**config.mk**
```make
export PLATFORM = sky130hd
export DESIGN_NAME = mem_event_counts
export DESIGN_NICKNAME = d
export VERILOG_FILES = /design/src/inc/mem_event_pkg.sv /design/src/event_counter.sv /design/src/mem_event_counts.sv
export SDC_FILE = /design/constraint.sdc
export NUM_CORES = 1
export LEC_CHECK = 0
export BUFFER_PORTS_ARGS = -buffer_cell sky130_fd_sc_hd__buf_4
export CELL_PAD_IN_SITES_DETAIL_PLACEMENT = 1
export CELL_PAD_IN_SITES_GLOBAL_PLACEMENT = 1
export CORE_MARGIN = 2
export CORE_UTILIZATION = 40
export CTS_CLUSTER_DIAMETER = 40
export CTS_CLUSTER_SIZE = 16
export DETAILED_ROUTE_END_ITERATION = 8
export HOLD_SLACK_MARGIN = 0.08
export MAX_ROUTING_LAYER = met4
export PLACE_DENSITY = 0.84
export RECOVER_POWER = 100
export SETUP_SLACK_MARGIN = 0.3
export SLEW_MARGIN = 20
export SYNTH_ARGS = -nofsm -noshare
export SYNTH_HDL_FRONTEND = slang
export SYNTH_HIERARCHICAL = 1
export SYNTH_SLANG_ARGS = --single-unit
export TNS_END_PERCENT = 100
```
**constraint.sdc**
```tcl
create_clock -name sys_clk -period 11 [get_ports sys_clk]
set_clock_uncertainty 0.15 [all_clocks]
set_input_delay 1.65 -clock sys_clk [delete_from_list [all_inputs] [get_ports sys_clk]]
set_output_delay 1.65 -clock sys_clk [all_outputs]
set_load 0.05 [all_outputs]
```
**src/inc/mem_event_pkg.sv**
```systemverilog
// Purpose: Shared constants and types for the memory-path event counting block
// Assumes: All event sources and counter selections run on sys_clk
// Notes:   Event codes and unit mask bits are the values the counter selection logic programs
package mem_event_pkg;

   // Event codes
   localparam logic [7:0] EV_PRIORITY_UPDATE = 8'h31;
   localparam logic [7:0] EV_MEM_RETRY       = 8'h32;
   localparam logic [7:0] EV_FORCED_ACK      = 8'h33;
   localparam logic [7:0] EV_SLEEP           = 8'h34;

   // Unit masks used by the channel, destination and sleep cause groups
   localparam logic [7:0] MASK_FIRST         = 8'h01;
   localparam logic [7:0] MASK_SECOND        = 8'h02;
   localparam logic [7:0] MASK_THIRD         = 8'h04;
   localparam logic [7:0] MASK_ANY_OF_THREE  = 8'h07;
   localparam logic [7:0] MASK_HUB_ADDRESS   = 8'h08;
   localparam logic [7:0] MASK_REMOTE_ADDR   = 8'h10;
   localparam logic [7:0] MASK_LOCAL_ADDR    = 8'h20;

   // Hit vector bit positions for the sleep causes
   localparam int SLEEP_HUB_ORDER    = 0;
   localparam int SLEEP_REMOTE_ORDER = 1;
   localparam int SLEEP_LOCAL_ORDER  = 2;
   localparam int SLEEP_HUB_ADDR     = 3;
   localparam int SLEEP_REMOTE_ADDR  = 4;
   localparam int SLEEP_LOCAL_ADDR   = 5;

   // Sizes
   localparam int NUM_CTR  = 4;
   localparam int COUNT_W  = 48;
   localparam int NUM_CHAN = 3;
   localparam int CHAN_W   = 2;
   localparam int HIT_W    = 6;
   localparam int INC_W    = 3;
   localparam int SLOTS    = 8;
   localparam int SLOT_W   = 3;
   localparam int TAG_W    = 8;

   localparam logic [COUNT_W-1:0] COUNT_RESET = 48'h0;

   typedef enum logic [1:0] {class_normal, class_high, class_critical} isochronous_class_e;

endpackage

```
**src/event_counter.sv**
```systemverilog
// Purpose: One accumulating event counter
// Assumes: inc is the number of qualifying occurrences in the current cycle
// Notes:   Wraps silently at full scale
`timescale 1ns/1ns
`default_nettype none
module event_counter
   import mem_event_pkg::*;
(
   // Clock and reset
   input  wire logic               sys_clk,
   input  wire logic               rst,
   // Occurrences this cycle
   input  wire logic [INC_W-1:0]   inc,
   // Running total
   output logic      [COUNT_W-1:0] count
);

   logic [COUNT_W-1:0] next_count;

   assign next_count = count + {{(COUNT_W-INC_W){1'b0}}, inc}; // RULE12

   always_ff @(posedge sys_clk)
   begin
      if (rst)
         count <= COUNT_RESET; // RULE12
      else
         count <= next_count;
   end

   count_reset_a: assert property (@(posedge sys_clk) rst |=> count == COUNT_RESET) // RULE12
      else $error("counter not cleared by reset");

   count_idle_a: assert property (@(posedge sys_clk) disable iff (rst) // RULE12
      inc == '0 |=> $stable(count))
      else $error("counter moved without an occurrence");

endmodule
`default_nettype wire

```
**src/mem_event_counts.sv**
```systemverilog
// Purpose: Memory-path event generation, event selection and counting
// Assumes: Event sources, scheduler requests and counter selects are all on sys_clk
// Notes:   A counted event reaches its counter one cycle after it is seen
//
// Behaviour
// [RULE1] Code 31H mask 07H counts priority updates on every channel.
// [RULE2] Isochronous high or critical request matching an issued normal request sends update.
// [RULE3] Code 32H masks 01H, 02H, 04H count retries on channels 0, 1, 2.
// [RULE4] Code 32H mask 07H counts retries from any channel.
// [RULE5] Retries count only while the reliability mode is on.
// [RULE6] Code 33H masks 01H, 02H, 04H count forced acks to hub, remote, local.
// [RULE7] Code 33H mask 07H counts every forced ack message.
// [RULE8] Code 34H mask 01H counts sleeps from hub write-after-read ordering.
// [RULE9] Code 34H masks 02H, 04H count remote and local ordering sleeps.
// [RULE10] Code 34H masks 08H, 10H, 20H count hub, remote, local address sleeps.
// [RULE11] A sleeping request is never issued to the scheduler until woken.
// [RULE12] Each counter adds one per occurrence, clears on reset, stays independent.
`timescale 1ns/1ns
`default_nettype none
module mem_event_counts
   import mem_event_pkg::*;
(
   // Clock and reset
   input  wire logic                     sys_clk,
   input  wire logic                     rst,
   // Counter selection
   input  wire logic [7:0]               ctr_event_code [NUM_CTR],
   input  wire logic [7:0]               ctr_unit_mask  [NUM_CTR],
   // Normal-priority requests issued to the memory_request_scheduler
   input  wire logic                     issue_valid,
   input  wire logic [SLOT_W-1:0]        issue_slot,
   input  wire logic [TAG_W-1:0]         issue_tag,
   input  wire logic [CHAN_W-1:0]        issue_chan,
   input  wire logic                     retire_valid,
   input  wire logic [SLOT_W-1:0]        retire_slot,
   // Incoming isochronous_class requests
   input  wire logic                     isochronous_class_valid,
   input  wire isochronous_class_e       isochronous_class_class,
   input  wire logic [TAG_W-1:0]         isochronous_class_tag,
   // Retries from the integrated_memory_ctrl
   input  wire logic                     ras_mode,
   input  wire logic [NUM_CHAN-1:0]      retry_chan,
   // Forced ack conflict messages: io_hub, remote home, local home
   input  wire logic [2:0]               forced_ack_sent,
   // Sleep and wake of home_request_logic entries
   input  wire logic                     sleep_valid,
   input  wire logic [SLOT_W-1:0]        sleep_slot,
   input  wire logic [HIT_W-1:0]         sleep_cause,
   input  wire logic                     wake_valid,
   input  wire logic [SLOT_W-1:0]        wake_slot,
   // Scheduling toward the memory_request_scheduler
   input  wire logic                     sched_req_valid,
   input  wire logic [SLOT_W-1:0]        sched_req_slot,
   output logic                          sched_issue_valid,
   output logic      [SLOT_W-1:0]        sched_issue_slot,
   // Priority update toward the memory_request_scheduler
   output logic                          prio_update_valid,
   output logic      [CHAN_W-1:0]        prio_update_chan,
   output logic      [TAG_W-1:0]         prio_update_tag,
   // Counter values
   output logic      [COUNT_W-1:0]       ctr_value [NUM_CTR]
);

   // Occurrences of the event selected by code and mask
   function automatic logic [HIT_W-1:0] select_hits(
      input logic [7:0]          code,
      input logic [7:0]          mask,
      input logic [NUM_CHAN-1:0] upd,
      input logic [NUM_CHAN-1:0] rty,
      input logic [2:0]          ack,
      input logic [HIT_W-1:0]    slp
   );
      logic [HIT_W-1:0] raw;
      raw = '0;
      unique case (code)
         EV_PRIORITY_UPDATE: raw = {3'b000, upd}; // RULE1
         EV_MEM_RETRY:       raw = {3'b000, rty}; // RULE3 RULE4
         EV_FORCED_ACK:      raw = {3'b000, ack}; // RULE6 RULE7
         EV_SLEEP:           raw = slp; // RULE8 RULE9 RULE10
         default:            raw = '0;
      endcase
      return raw & mask[HIT_W-1:0];
   endfunction

   function automatic logic [INC_W-1:0] count_ones(input logic [HIT_W-1:0] v);
      logic [INC_W-1:0] n;
      n = '0;
      for (int i = 0; i < HIT_W; i++)
         n = n + {{(INC_W-1){1'b0}}, v[i]};
      return n;
   endfunction

   // Issued normal-priority requests and sleeping entries
   logic [SLOTS-1:0]  issued;
   logic [TAG_W-1:0]  issued_tag  [SLOTS];
   logic [CHAN_W-1:0] issued_chan [SLOTS];
   logic [SLOTS-1:0]  asleep;
   logic [SLOTS-1:0]  tag_match;

   genvar s;
   generate
      for (s = 0; s < SLOTS; s++)
      begin : g_slot
         logic issue_here;
         logic retire_here;
         logic sleep_here;
         logic wake_here;
         assign issue_here  = issue_valid && issue_slot == SLOT_W'(s);
         assign retire_here = retire_valid && retire_slot == SLOT_W'(s);
         assign sleep_here  = sleep_valid && sleep_slot == SLOT_W'(s);
         assign wake_here   = wake_valid && wake_slot == SLOT_W'(s);
         assign tag_match[s] = issued[s] && issued_tag[s] == isochronous_class_tag;

         // A fresh issue wins over a retire of the same slot
         always_ff @(posedge sys_clk)
         begin
            if (rst)
               issued[s] <= 1'b0;
            else if (issue_here)
               issued[s] <= 1'b1;
            else if (retire_here)
               issued[s] <= 1'b0;
         end

         // Cleared so that the update channel never shows an unknown value
         always_ff @(posedge sys_clk)
         begin
            if (rst)
            begin
               issued_tag[s]  <= '0;
               issued_chan[s] <= '0;
            end
            else if (issue_here)
            begin
               issued_tag[s]  <= issue_tag;
               issued_chan[s] <= issue_chan;
            end
         end

         // Going to sleep wins over a wake in the same cycle so no sleep is lost
         always_ff @(posedge sys_clk)
         begin
            if (rst)
               asleep[s] <= 1'b0;
            else if (sleep_here)
               asleep[s] <= 1'b1; // RULE11
            else if (wake_here)
               asleep[s] <= 1'b0;
         end
      end
   endgenerate

   // Lowest matching slot supplies the channel of the update
   logic [SLOT_W-1:0] match_slot;
   always_comb
   begin
      match_slot = '0;
      for (int i = SLOTS - 1; i >= 0; i--)
         if (tag_match[i])
            match_slot = SLOT_W'(i);
   end

   logic send_update;
   assign send_update = isochronous_class_valid && isochronous_class_class != class_normal && |tag_match; // RULE2

   always_ff @(posedge sys_clk)
   begin
      if (rst)
      begin
         prio_update_valid <= 1'b0;
         prio_update_chan  <= '0;
         prio_update_tag   <= '0;
      end
      else
      begin
         prio_update_valid <= send_update; // RULE2
         prio_update_chan  <= issued_chan[match_slot];
         prio_update_tag   <= isochronous_class_tag;
      end
   end

   // A request being put to sleep this cycle is blocked as well
   logic slot_blocked;
   assign slot_blocked = asleep[sched_req_slot]
                         || (sleep_valid && sleep_slot == sched_req_slot);

   always_ff @(posedge sys_clk)
   begin
      if (rst)
      begin
         sched_issue_valid <= 1'b0;
         sched_issue_slot  <= '0;
      end
      else
      begin
         sched_issue_valid <= sched_req_valid && !slot_blocked; // RULE11
         sched_issue_slot  <= sched_req_slot;
      end
   end

   // Event vectors, registered or decoded from registered outputs, so that the counters see clean pulses
   logic [NUM_CHAN-1:0] upd_hits;
   logic [NUM_CHAN-1:0] rty_hits;
   logic [2:0]          ack_hits;
   logic [HIT_W-1:0]    slp_hits;

   genvar c;
   generate
      for (c = 0; c < NUM_CHAN; c++)
      begin : g_chan
         assign upd_hits[c] = prio_update_valid && prio_update_chan == CHAN_W'(c); // RULE1
      end
   endgenerate

   always_ff @(posedge sys_clk)
   begin
      if (rst)
      begin
         rty_hits <= '0;
         ack_hits <= '0;
         slp_hits <= '0;
      end
      else
      begin
         // Stray retries outside reliability mode must not skew the counts
         rty_hits <= ras_mode ? retry_chan : '0; // RULE5
         ack_hits <= forced_ack_sent; // RULE6
         slp_hits <= sleep_valid ? sleep_cause : '0; // RULE8 RULE9 RULE10
      end
   end

   genvar k;
   generate
      for (k = 0; k < NUM_CTR; k++)
      begin : g_ctr
         logic [INC_W-1:0] inc;
         assign inc = count_ones(select_hits(ctr_event_code[k], ctr_unit_mask[k],
                                             upd_hits, rty_hits, ack_hits, slp_hits)); // RULE12

         event_counter u_counter (
            .sys_clk (sys_clk),
            .rst     (rst),
            .inc     (inc),
            .count   (ctr_value[k])
         );

         retry_gate_a: assert property (@(posedge sys_clk) disable iff (rst) // RULE5
            !ras_mode && ctr_event_code[k] == EV_MEM_RETRY
            ##1 ctr_event_code[k] == EV_MEM_RETRY |=> $stable(ctr_value[k]))
            else $error("retry counted while reliability mode off");

         retry_any_a: assert property (@(posedge sys_clk) disable iff (rst) // RULE4
            ras_mode && retry_chan == 3'b111
            ##1 ctr_event_code[k] == EV_MEM_RETRY && ctr_unit_mask[k] == MASK_ANY_OF_THREE
            |=> ctr_value[k] == $past(ctr_value[k]) + 48'h3)
            else $error("any-channel retry count wrong");

         ack_all_a: assert property (@(posedge sys_clk) disable iff (rst) // RULE7
            forced_ack_sent == 3'b111
            ##1 ctr_event_code[k] == EV_FORCED_ACK && ctr_unit_mask[k] == MASK_ANY_OF_THREE
            |=> ctr_value[k] == $past(ctr_value[k]) + 48'h3)
            else $error("forced ack total count wrong");

         sleep_hub_a: assert property (@(posedge sys_clk) disable iff (rst) // RULE8
            sleep_valid && sleep_cause == HIT_W'(MASK_FIRST)
            ##1 ctr_event_code[k] == EV_SLEEP && ctr_unit_mask[k] == MASK_FIRST
            |=> ctr_value[k] == $past(ctr_value[k]) + 48'h1)
            else $error("hub ordering sleep not counted once");

         sleep_addr_a: assert property (@(posedge sys_clk) disable iff (rst) // RULE10
            sleep_valid && sleep_cause == HIT_W'(MASK_LOCAL_ADDR)
            ##1 ctr_event_code[k] == EV_SLEEP && ctr_unit_mask[k] == MASK_HUB_ADDRESS
            |=> $stable(ctr_value[k]))
            else $error("address sleep counted under wrong mask");
      end
   endgenerate

   update_sent_a: assert property (@(posedge sys_clk) disable iff (rst) // RULE2
      isochronous_class_valid && isochronous_class_class != class_normal && |tag_match
      |=> prio_update_valid && prio_update_tag == $past(isochronous_class_tag))
      else $error("priority update missing after matching request");

   update_normal_a: assert property (@(posedge sys_clk) disable iff (rst) // RULE2
      !(isochronous_class_valid && isochronous_class_class != class_normal) |=> !prio_update_valid)
      else $error("priority update without high or critical request");

   sleep_block_a: assert property (@(posedge sys_clk) disable iff (rst) // RULE11
      sched_req_valid && asleep[sched_req_slot] |=> !sched_issue_valid)
      else $error("sleeping request issued to scheduler");

   update_count_cover: cover property (@(posedge sys_clk) disable iff (rst)
      prio_update_valid && ctr_event_code[0] == EV_PRIORITY_UPDATE);
   retry_cover: cover property (@(posedge sys_clk) disable iff (rst)
      ras_mode && |retry_chan);
   sleep_wake_cover: cover property (@(posedge sys_clk) disable iff (rst)
      sleep_valid ##[1:20] wake_valid);
   blocked_cover: cover property (@(posedge sys_clk) disable iff (rst)
      sched_req_valid && slot_blocked);

endmodule
`default_nettype wire

```
* After elaboration in Yosys (flattened, before gate mapping) *
Memory sizes are Yosys's and may differ from the RTL's. A register that Yosys moved wholly into a read port is not among the register bits.
Index checks and enable logic that the tools add are counted.

cells by class
  eq/ne operators = 55
  magnitude comparators = 1
  reductions and logical operators = 74
  bitwise gates (word level) = 22
  mux-type cells = 88
  add/subtract/negate cells = 24

operator list
  cell                                                        count
  adder 48 x 3 -> 48 bit                                      4
  == test 8 x 6 -> 1 bit, second input constant               16
  one-hot mux 6 bit (4 select lines)                          4
  == test 8 bit                                               8
  two-way mux 8 bit                                           8
  two-way mux 1 bit                                           59
  == test 3 bit, second input constant                        16
  logical AND 1 bit                                           47
  adder 3 x 1 -> 3 bit                                        12
  nonzero test 2 bit                                          17
  bitwise AND 6 bit                                           4
  == test 3 x 2 -> 1 bit, second input constant               8
  two-way mux 3 bit                                           8
  two-way mux 2 bit                                           8
  OR 1 bit                                                    16
  adder 2 x 1 -> 3 bit                                        4
  == test 3 x 1 -> 1 bit, second input constant               4
  zero test 3 bit                                             4
  adder 1 x 1 -> 2 bit                                        4
  OR reduction 8 bit                                          1
  less-than comparator 3 x 4 -> 1 bit, second input constant  1
  OR reduction 2 bit                                          2
  binary-select mux 1 bit (select 3 bit)                      1
  == test 3 bit                                               1
  other kinds (6)                                             7

word-level totals
  output and inout port bits = 207
  memories kept = 2
  input bits = 120
  register bits after elaboration = 233
  logic and storage cells = 293
  memory bits (writable) = 80

memory list
  memory       depth  bits a word  read ports  clocked after Yosys merged registers in  wr ports  line                    RTL
  issued_tag   8      8            8           0                                        8         mem_event_counts.sv:95  logic [TAG_W-1:0] issued_tag [SLOTS];
  issued_chan  8      2            1           1                                        8         mem_event_counts.sv:96  logic [CHAN_W-1:0] issued_chan [SLOTS];

* Depth between registers and ports, before layout *
  word-level depth = 10
  mapped depth = 20
  gate-level depth less buffers = 19

* Cells and area by module *
The synthesis kept the hierarchy.

modules (own cells, without submodules)
  module                                  cells each  seq. area each (um^2)  times used  area an instance (um^2)
  mem_event_counts                        615         3,263.1                1           6,642.6
  event_counter (g_ctr[0].u_counter ...)  252         960.9                  3           2,163.3
  event_counter (g_ctr[2].u_counter)      262         960.9                  1           2,269.7

* Worst setup path before layout *
No wires, ideal clock.

  kind = input-to-reg
  start = input port ctr_event_code[11] (netlist name)
  end = register g_ctr[2].u_counter.count[45]
  required time = 10.780 ns
  path slack = 4.612 ns
  stages on the path = 17
  arrival = 6.168 ns
  cells stage by stage = or4_1 > nor4b_1 > a222oi_1 > nand2_1 > nand3_1 > fa_1 > inv_1 > fa_1 > ha_1 > fa_1 > ha_1 > a211oi_1 > nor3_1 > buf_2 > nand2_1 > or4_1 > a21oi_1

between the ends
  longest elaborated chain between the ends = 9
  elaborated cells on any way between the ends = 12
  those cells by class = 6 x add/sub; 4 x eq/ne; 1 x mux; 1 x bitwise

ends and longest elaborated chain
  item                                  line                     RTL
  start: declaration                    mem_event_counts.sv:27   input wire logic [7:0] ctr_event_code [NUM_CTR],
  == test 8 x 6 -> 1 bit                mem_event_counts.sv:75   unique case (code)
  one-hot mux 6 bit (4 select lines) *  mem_event_counts.sv:75
  bitwise AND 6 bit *                   mem_event_counts.sv:82   return raw & mask[HIT_W-1:0];
  adder 1 x 1 -> 2 bit                  mem_event_counts.sv:89   n = n + {{(INC_W-1){1'b0}}, v[i]};
  adder 2 x 1 -> 3 bit                  mem_event_counts.sv:89
  adder 3 x 1 -> 3 bit (2 in series)    mem_event_counts.sv:89
  adder 3 x 1 -> 3 bit *                mem_event_counts.sv:89
  named net g_ctr[2].inc[1]             mem_event_counts.sv:236  logic [INC_W-1:0] inc;
  adder 48 x 3 -> 48 bit *              event_counter.sv:20      assign next_count = count + {{(COUNT_W-INC_W){1'b0}}, inc};
  end signal: assignment                event_counter.sv:27      count <= next_count;
  end: declaration                      event_counter.sv:15      output logic [COUNT_W-1:0] count

The timed path passes the listed nets; every way through them passes the cells marked *.
A chain may end at the register's enable or synchronous reset.

* Final worst setup path *
  start = input port ctr_event_code[11] (netlist name)
  end = register g_ctr[2].u_counter.count[42]

The elaborated chain is that of the path after synthesis.

==> summary.txt <==
Final layout
  • Commonest cells after routing, fill and taps aside: dfxtp_1, clkbuf_1, nor2_1, buf_4, xor2_1
  • Layout cells sized above 1: 12.1%
  • Final Cell Area: 0.0193 mm²
  • Area delta synth->final: 25.4%
  • Filler instances: 4473
  • Layout Cells excl Fill: 2535
  • Final #Nets: 2118
  • Most common cell after layout, fill and taps aside: dfxtp_1

Logic synthesis
  • Syn Nets: 1785
  • Sequential area share after synthesis: 46.1%
  • Yosys cell types: 63
  • Synth top area cells: dfxtp_1, edfxtp_1, xor2_1
  • Leading area contributor after synthesis: dfxtp_1
  • Async S/R FF share, synth: 0%
  • Top-area cell type share of the netlist area: 30.5%
  • Mapped cell area: 0.0154 mm²
  • Syn Area/Cell: 9.43 µm²
  • EDFF count, synth: 80
  • FF+latch count, synth: 315
  • Main synth FF type: dfxtp_1
  • Gate Count Post-Synth: 1633
  • Yosys warns: 6

Worst setup path
  • Worst EP required: 11.35 ns
  • Worst Setup Start Kind: primary input
  • Crit Path Class: primary input to flip-flop
  • CP max FO: 13
  • CP arrival: 8.44 ns
  • Setup crit end kind: flip-flop

Min path
  • Hold Crit Class: flip-flop to flip-flop

Global routing
  • Gr usage total: 25.7%
  • Met2 Use GR: 44.1%
  • Vias in the first global route: 14636
  • Met1 GRT Util: 29.1%
  • Gr ovfl total: 0
  • Initial antenna violation count: 13
  • Most Used Layer, Global Route: met2
  • First-pass GRT wire length: 80.6 mm
  • Largest net degree at the start of global routing: 75
  • Met3 GRT Util: 5.35%

Die
  • Core box area: 0.0378 mm²
  • Row Count: 71
  • Total die area: 0.0401 mm²
  • Top-level I/O count: 327
  • Die Y: 200 µm
  • Die width: 200 µm
  • Initial core utilization: 40.8%

Run
  • Max-Cap Viols: 4

Detailed routing
  • Post-Route WL: 51.6 mm
  • Via density: 5.50
  • Detailed router's first-iteration violation count: 564
  • Avg WL per Cell: 20.3 µm
  • DRC viols: 0
  • Post-route ant nets: 0
  • First drt pass iteration count: 5
  • Routed vias: 13942

Pwr
  • Net Sw Frac: 23.4%
  • Pwr/cell area: 161 mW/mm²
  • Leakage: 6.84 nW
  • P_sw: 725 µW
  • VDD IR-drop max: 135 µV
  • Comb pwr share: 4.7%
  • Clk pwr share: 55.6%
  • Internal cell power: 2.38 mW
  • Reg power frac: 39.7%

Clocking
  • Post_cts resized: 0
  • H-Tree Depth: 2
  • Clock Latency Late Sink: 0.60 ns
  • CTS tree: yes
  • Longest Clk Path Bufs: 3
  • Sinks on Clock Net: 315
  • Root buf cell: clkbuf_16
  • Post CTS Setup Buffer Count: 0
  • Cts hold-fix bufs: 0
  • CTS buffer count: 53
  • Clk slew on worst S/H paths: 0.06 ns

STA
  • Fin Setup TNS: 0 ns
  • Period utilization: 73.6%
  • RSZ-0062 raised after global routing: no
  • Slew headroom: -129%
  • Measured slew at the worst slew-check pin: 3.44 ns
  • F_max: 124 MHz
  • # setup viols final: 0
  • Final hold violation count: 0
  • Final WS setup: 2.91 ns
  • Minimum clock period: 8.09 ns
  • Slew Viols, Final: 175

Outcome
  • Failing checks: max-capacitance violations, max-slew violations
  • Status: complete, but fails checks

Placement
  • Pre-CTS WS: 3.55 ns
  • Area post-placement: 0.0183 mm²
  • GPL Wtd Cong: 0.880
  • Dpl hpwl: 36.6 mm
  • Placed Cells: 2422
  • IO buf count: 318
## Yosys cell counts, types with 3 or more instances
library cell,n
o21ai_1,3
mux2i_1,7
nand4_1,93
edfxtp_1,80
o22ai_1,4
a31o_2,5
buf_2,6
a22oi_1,4
buf_6,8
inv_1,27
o21ai_0,71
nand4b_1,3
o31ai_1,17
and2_1,104
nand3_2,3
nor4_1,10
or4_1,16
nor2b_1,36
nand3b_1,5
fa_1,16
and3_1,34
or3_1,55
xnor2_2,3
a21oi_1,90
nor2_1,178
nand3_1,85
nor3_1,16
and4_1,7
o311ai_0,3
ha_1,16
nor4_4,4
dfxtp_1,235
or3b_2,4
nand4_2,6
xnor2_1,84
nor3b_1,7
nand2_1,98
clkbuf_1,40
nand2b_1,8
a222oi_1,3
xor2_1,104
## final timing paths
path	start	to	slack [ns]	cells past startpoint
hold reg to reg	asleep[0]	asleep[0]	0.33	2
setup reg to reg	prio_update_valid	g_ctr[2].u_counter/count[42]	4.52	15
setup / recovery	ctr_event_code[11]	g_ctr[2].u_counter/count[42]	2.91	17
hold / removal	asleep[0]	asleep[0]	0.33	2
## area by class of cell
cell class / count / area [µm²] / share of cell area, %
Sequential cell: 315 / 7110 / 36.8
Tap cell: 511 / 639 / 3.31
Inverter: 27 / 101 / 0.525
Timing Repair Buffer: 332 / 1660 / 8.61
Antenna cell: 13 / 32.5 / 0.168
Clock buffer: 65 / 1470 / 7.62
Multi-Input combinational cell: 1237 / 7890 / 40.8
Clock inverter: 35 / 417 / 2.16
## cells by family after synthesis
family | after synthesis | share of synthesized area [%]
and+or+nand+nor | 786 | 28.1
AOI/OAI and AO/OA | 217 | 8.08
adders and majority gates | 32 | 3.38
DFF | 315 | 46.1
buffers and inverters | 81 | 2.41
muxes | 11 | 0.894
xor gates and xnor gates | 191 | 11.0
## per-stage QoR
stage / hold WS (ns) / power (mW) / util [%]
final: 0.328 / 3.10 / 51.2
after global routing: 0.363 / 3.20 / 51.2
after CTS: 0.329 / 3.14 / 53.4
after detailed placement: 0.322 / 1.40 / 48.4
after global placement: 0.308 / 1.39 / 48.4
after floorplan: 0.295 / 1.33 / -
## power groups by stage
stage	Combinational, mW	Clock (mW)	Sequential, mW
5_1_grt	0.158	1.81	1.23
3_5_place_dp	0.150	0	1.25
6_report	0.147	1.73	1.23
4_1_cts	0.152	1.76	1.23
2_1_floorplan	0.0718	0	1.26
3_3_place_gp	0.143	0	1.25
## worst max-delay path, stage by stage
cell and delay [ns]:
clkbuf_4 0.10, or4_1 0.66, nor4b_1 0.56, a222oi_1 0.22
nand2_1 0.09, nand3_1 0.10, fa_1 0.51, inv_1 0.06
fa_1 0.49, ha_1 0.23, fa_1 0.59, fa_1 0.24
a21oi_1 0.14, nor4_1 1.60, nand4_1 0.52, or3_1 0.50
a21oi_1 0.16
## layer usage
metal | up-vias | routed length (µm) | part of all wire, %
met5 | - | 0 | 0
met4 | 0 | 1660 | 3.2
met3 | 114 | 2690 | 5.2
met2 | 391 | 26000 | 50
met1 | 6924 | 21200 | 41
li1 | 6513 | - | -
## registers in the layout (all words and copies together), names as in the netlist, 6 cells and up
register               count
g_ctr.u_counter/count    192
issued_tag                64
prio_update_tag            8
asleep                     8
issued                     8
slp_hits                   6
issued_chan               16
Note: power is estimated with default switching activity, not from simulation.
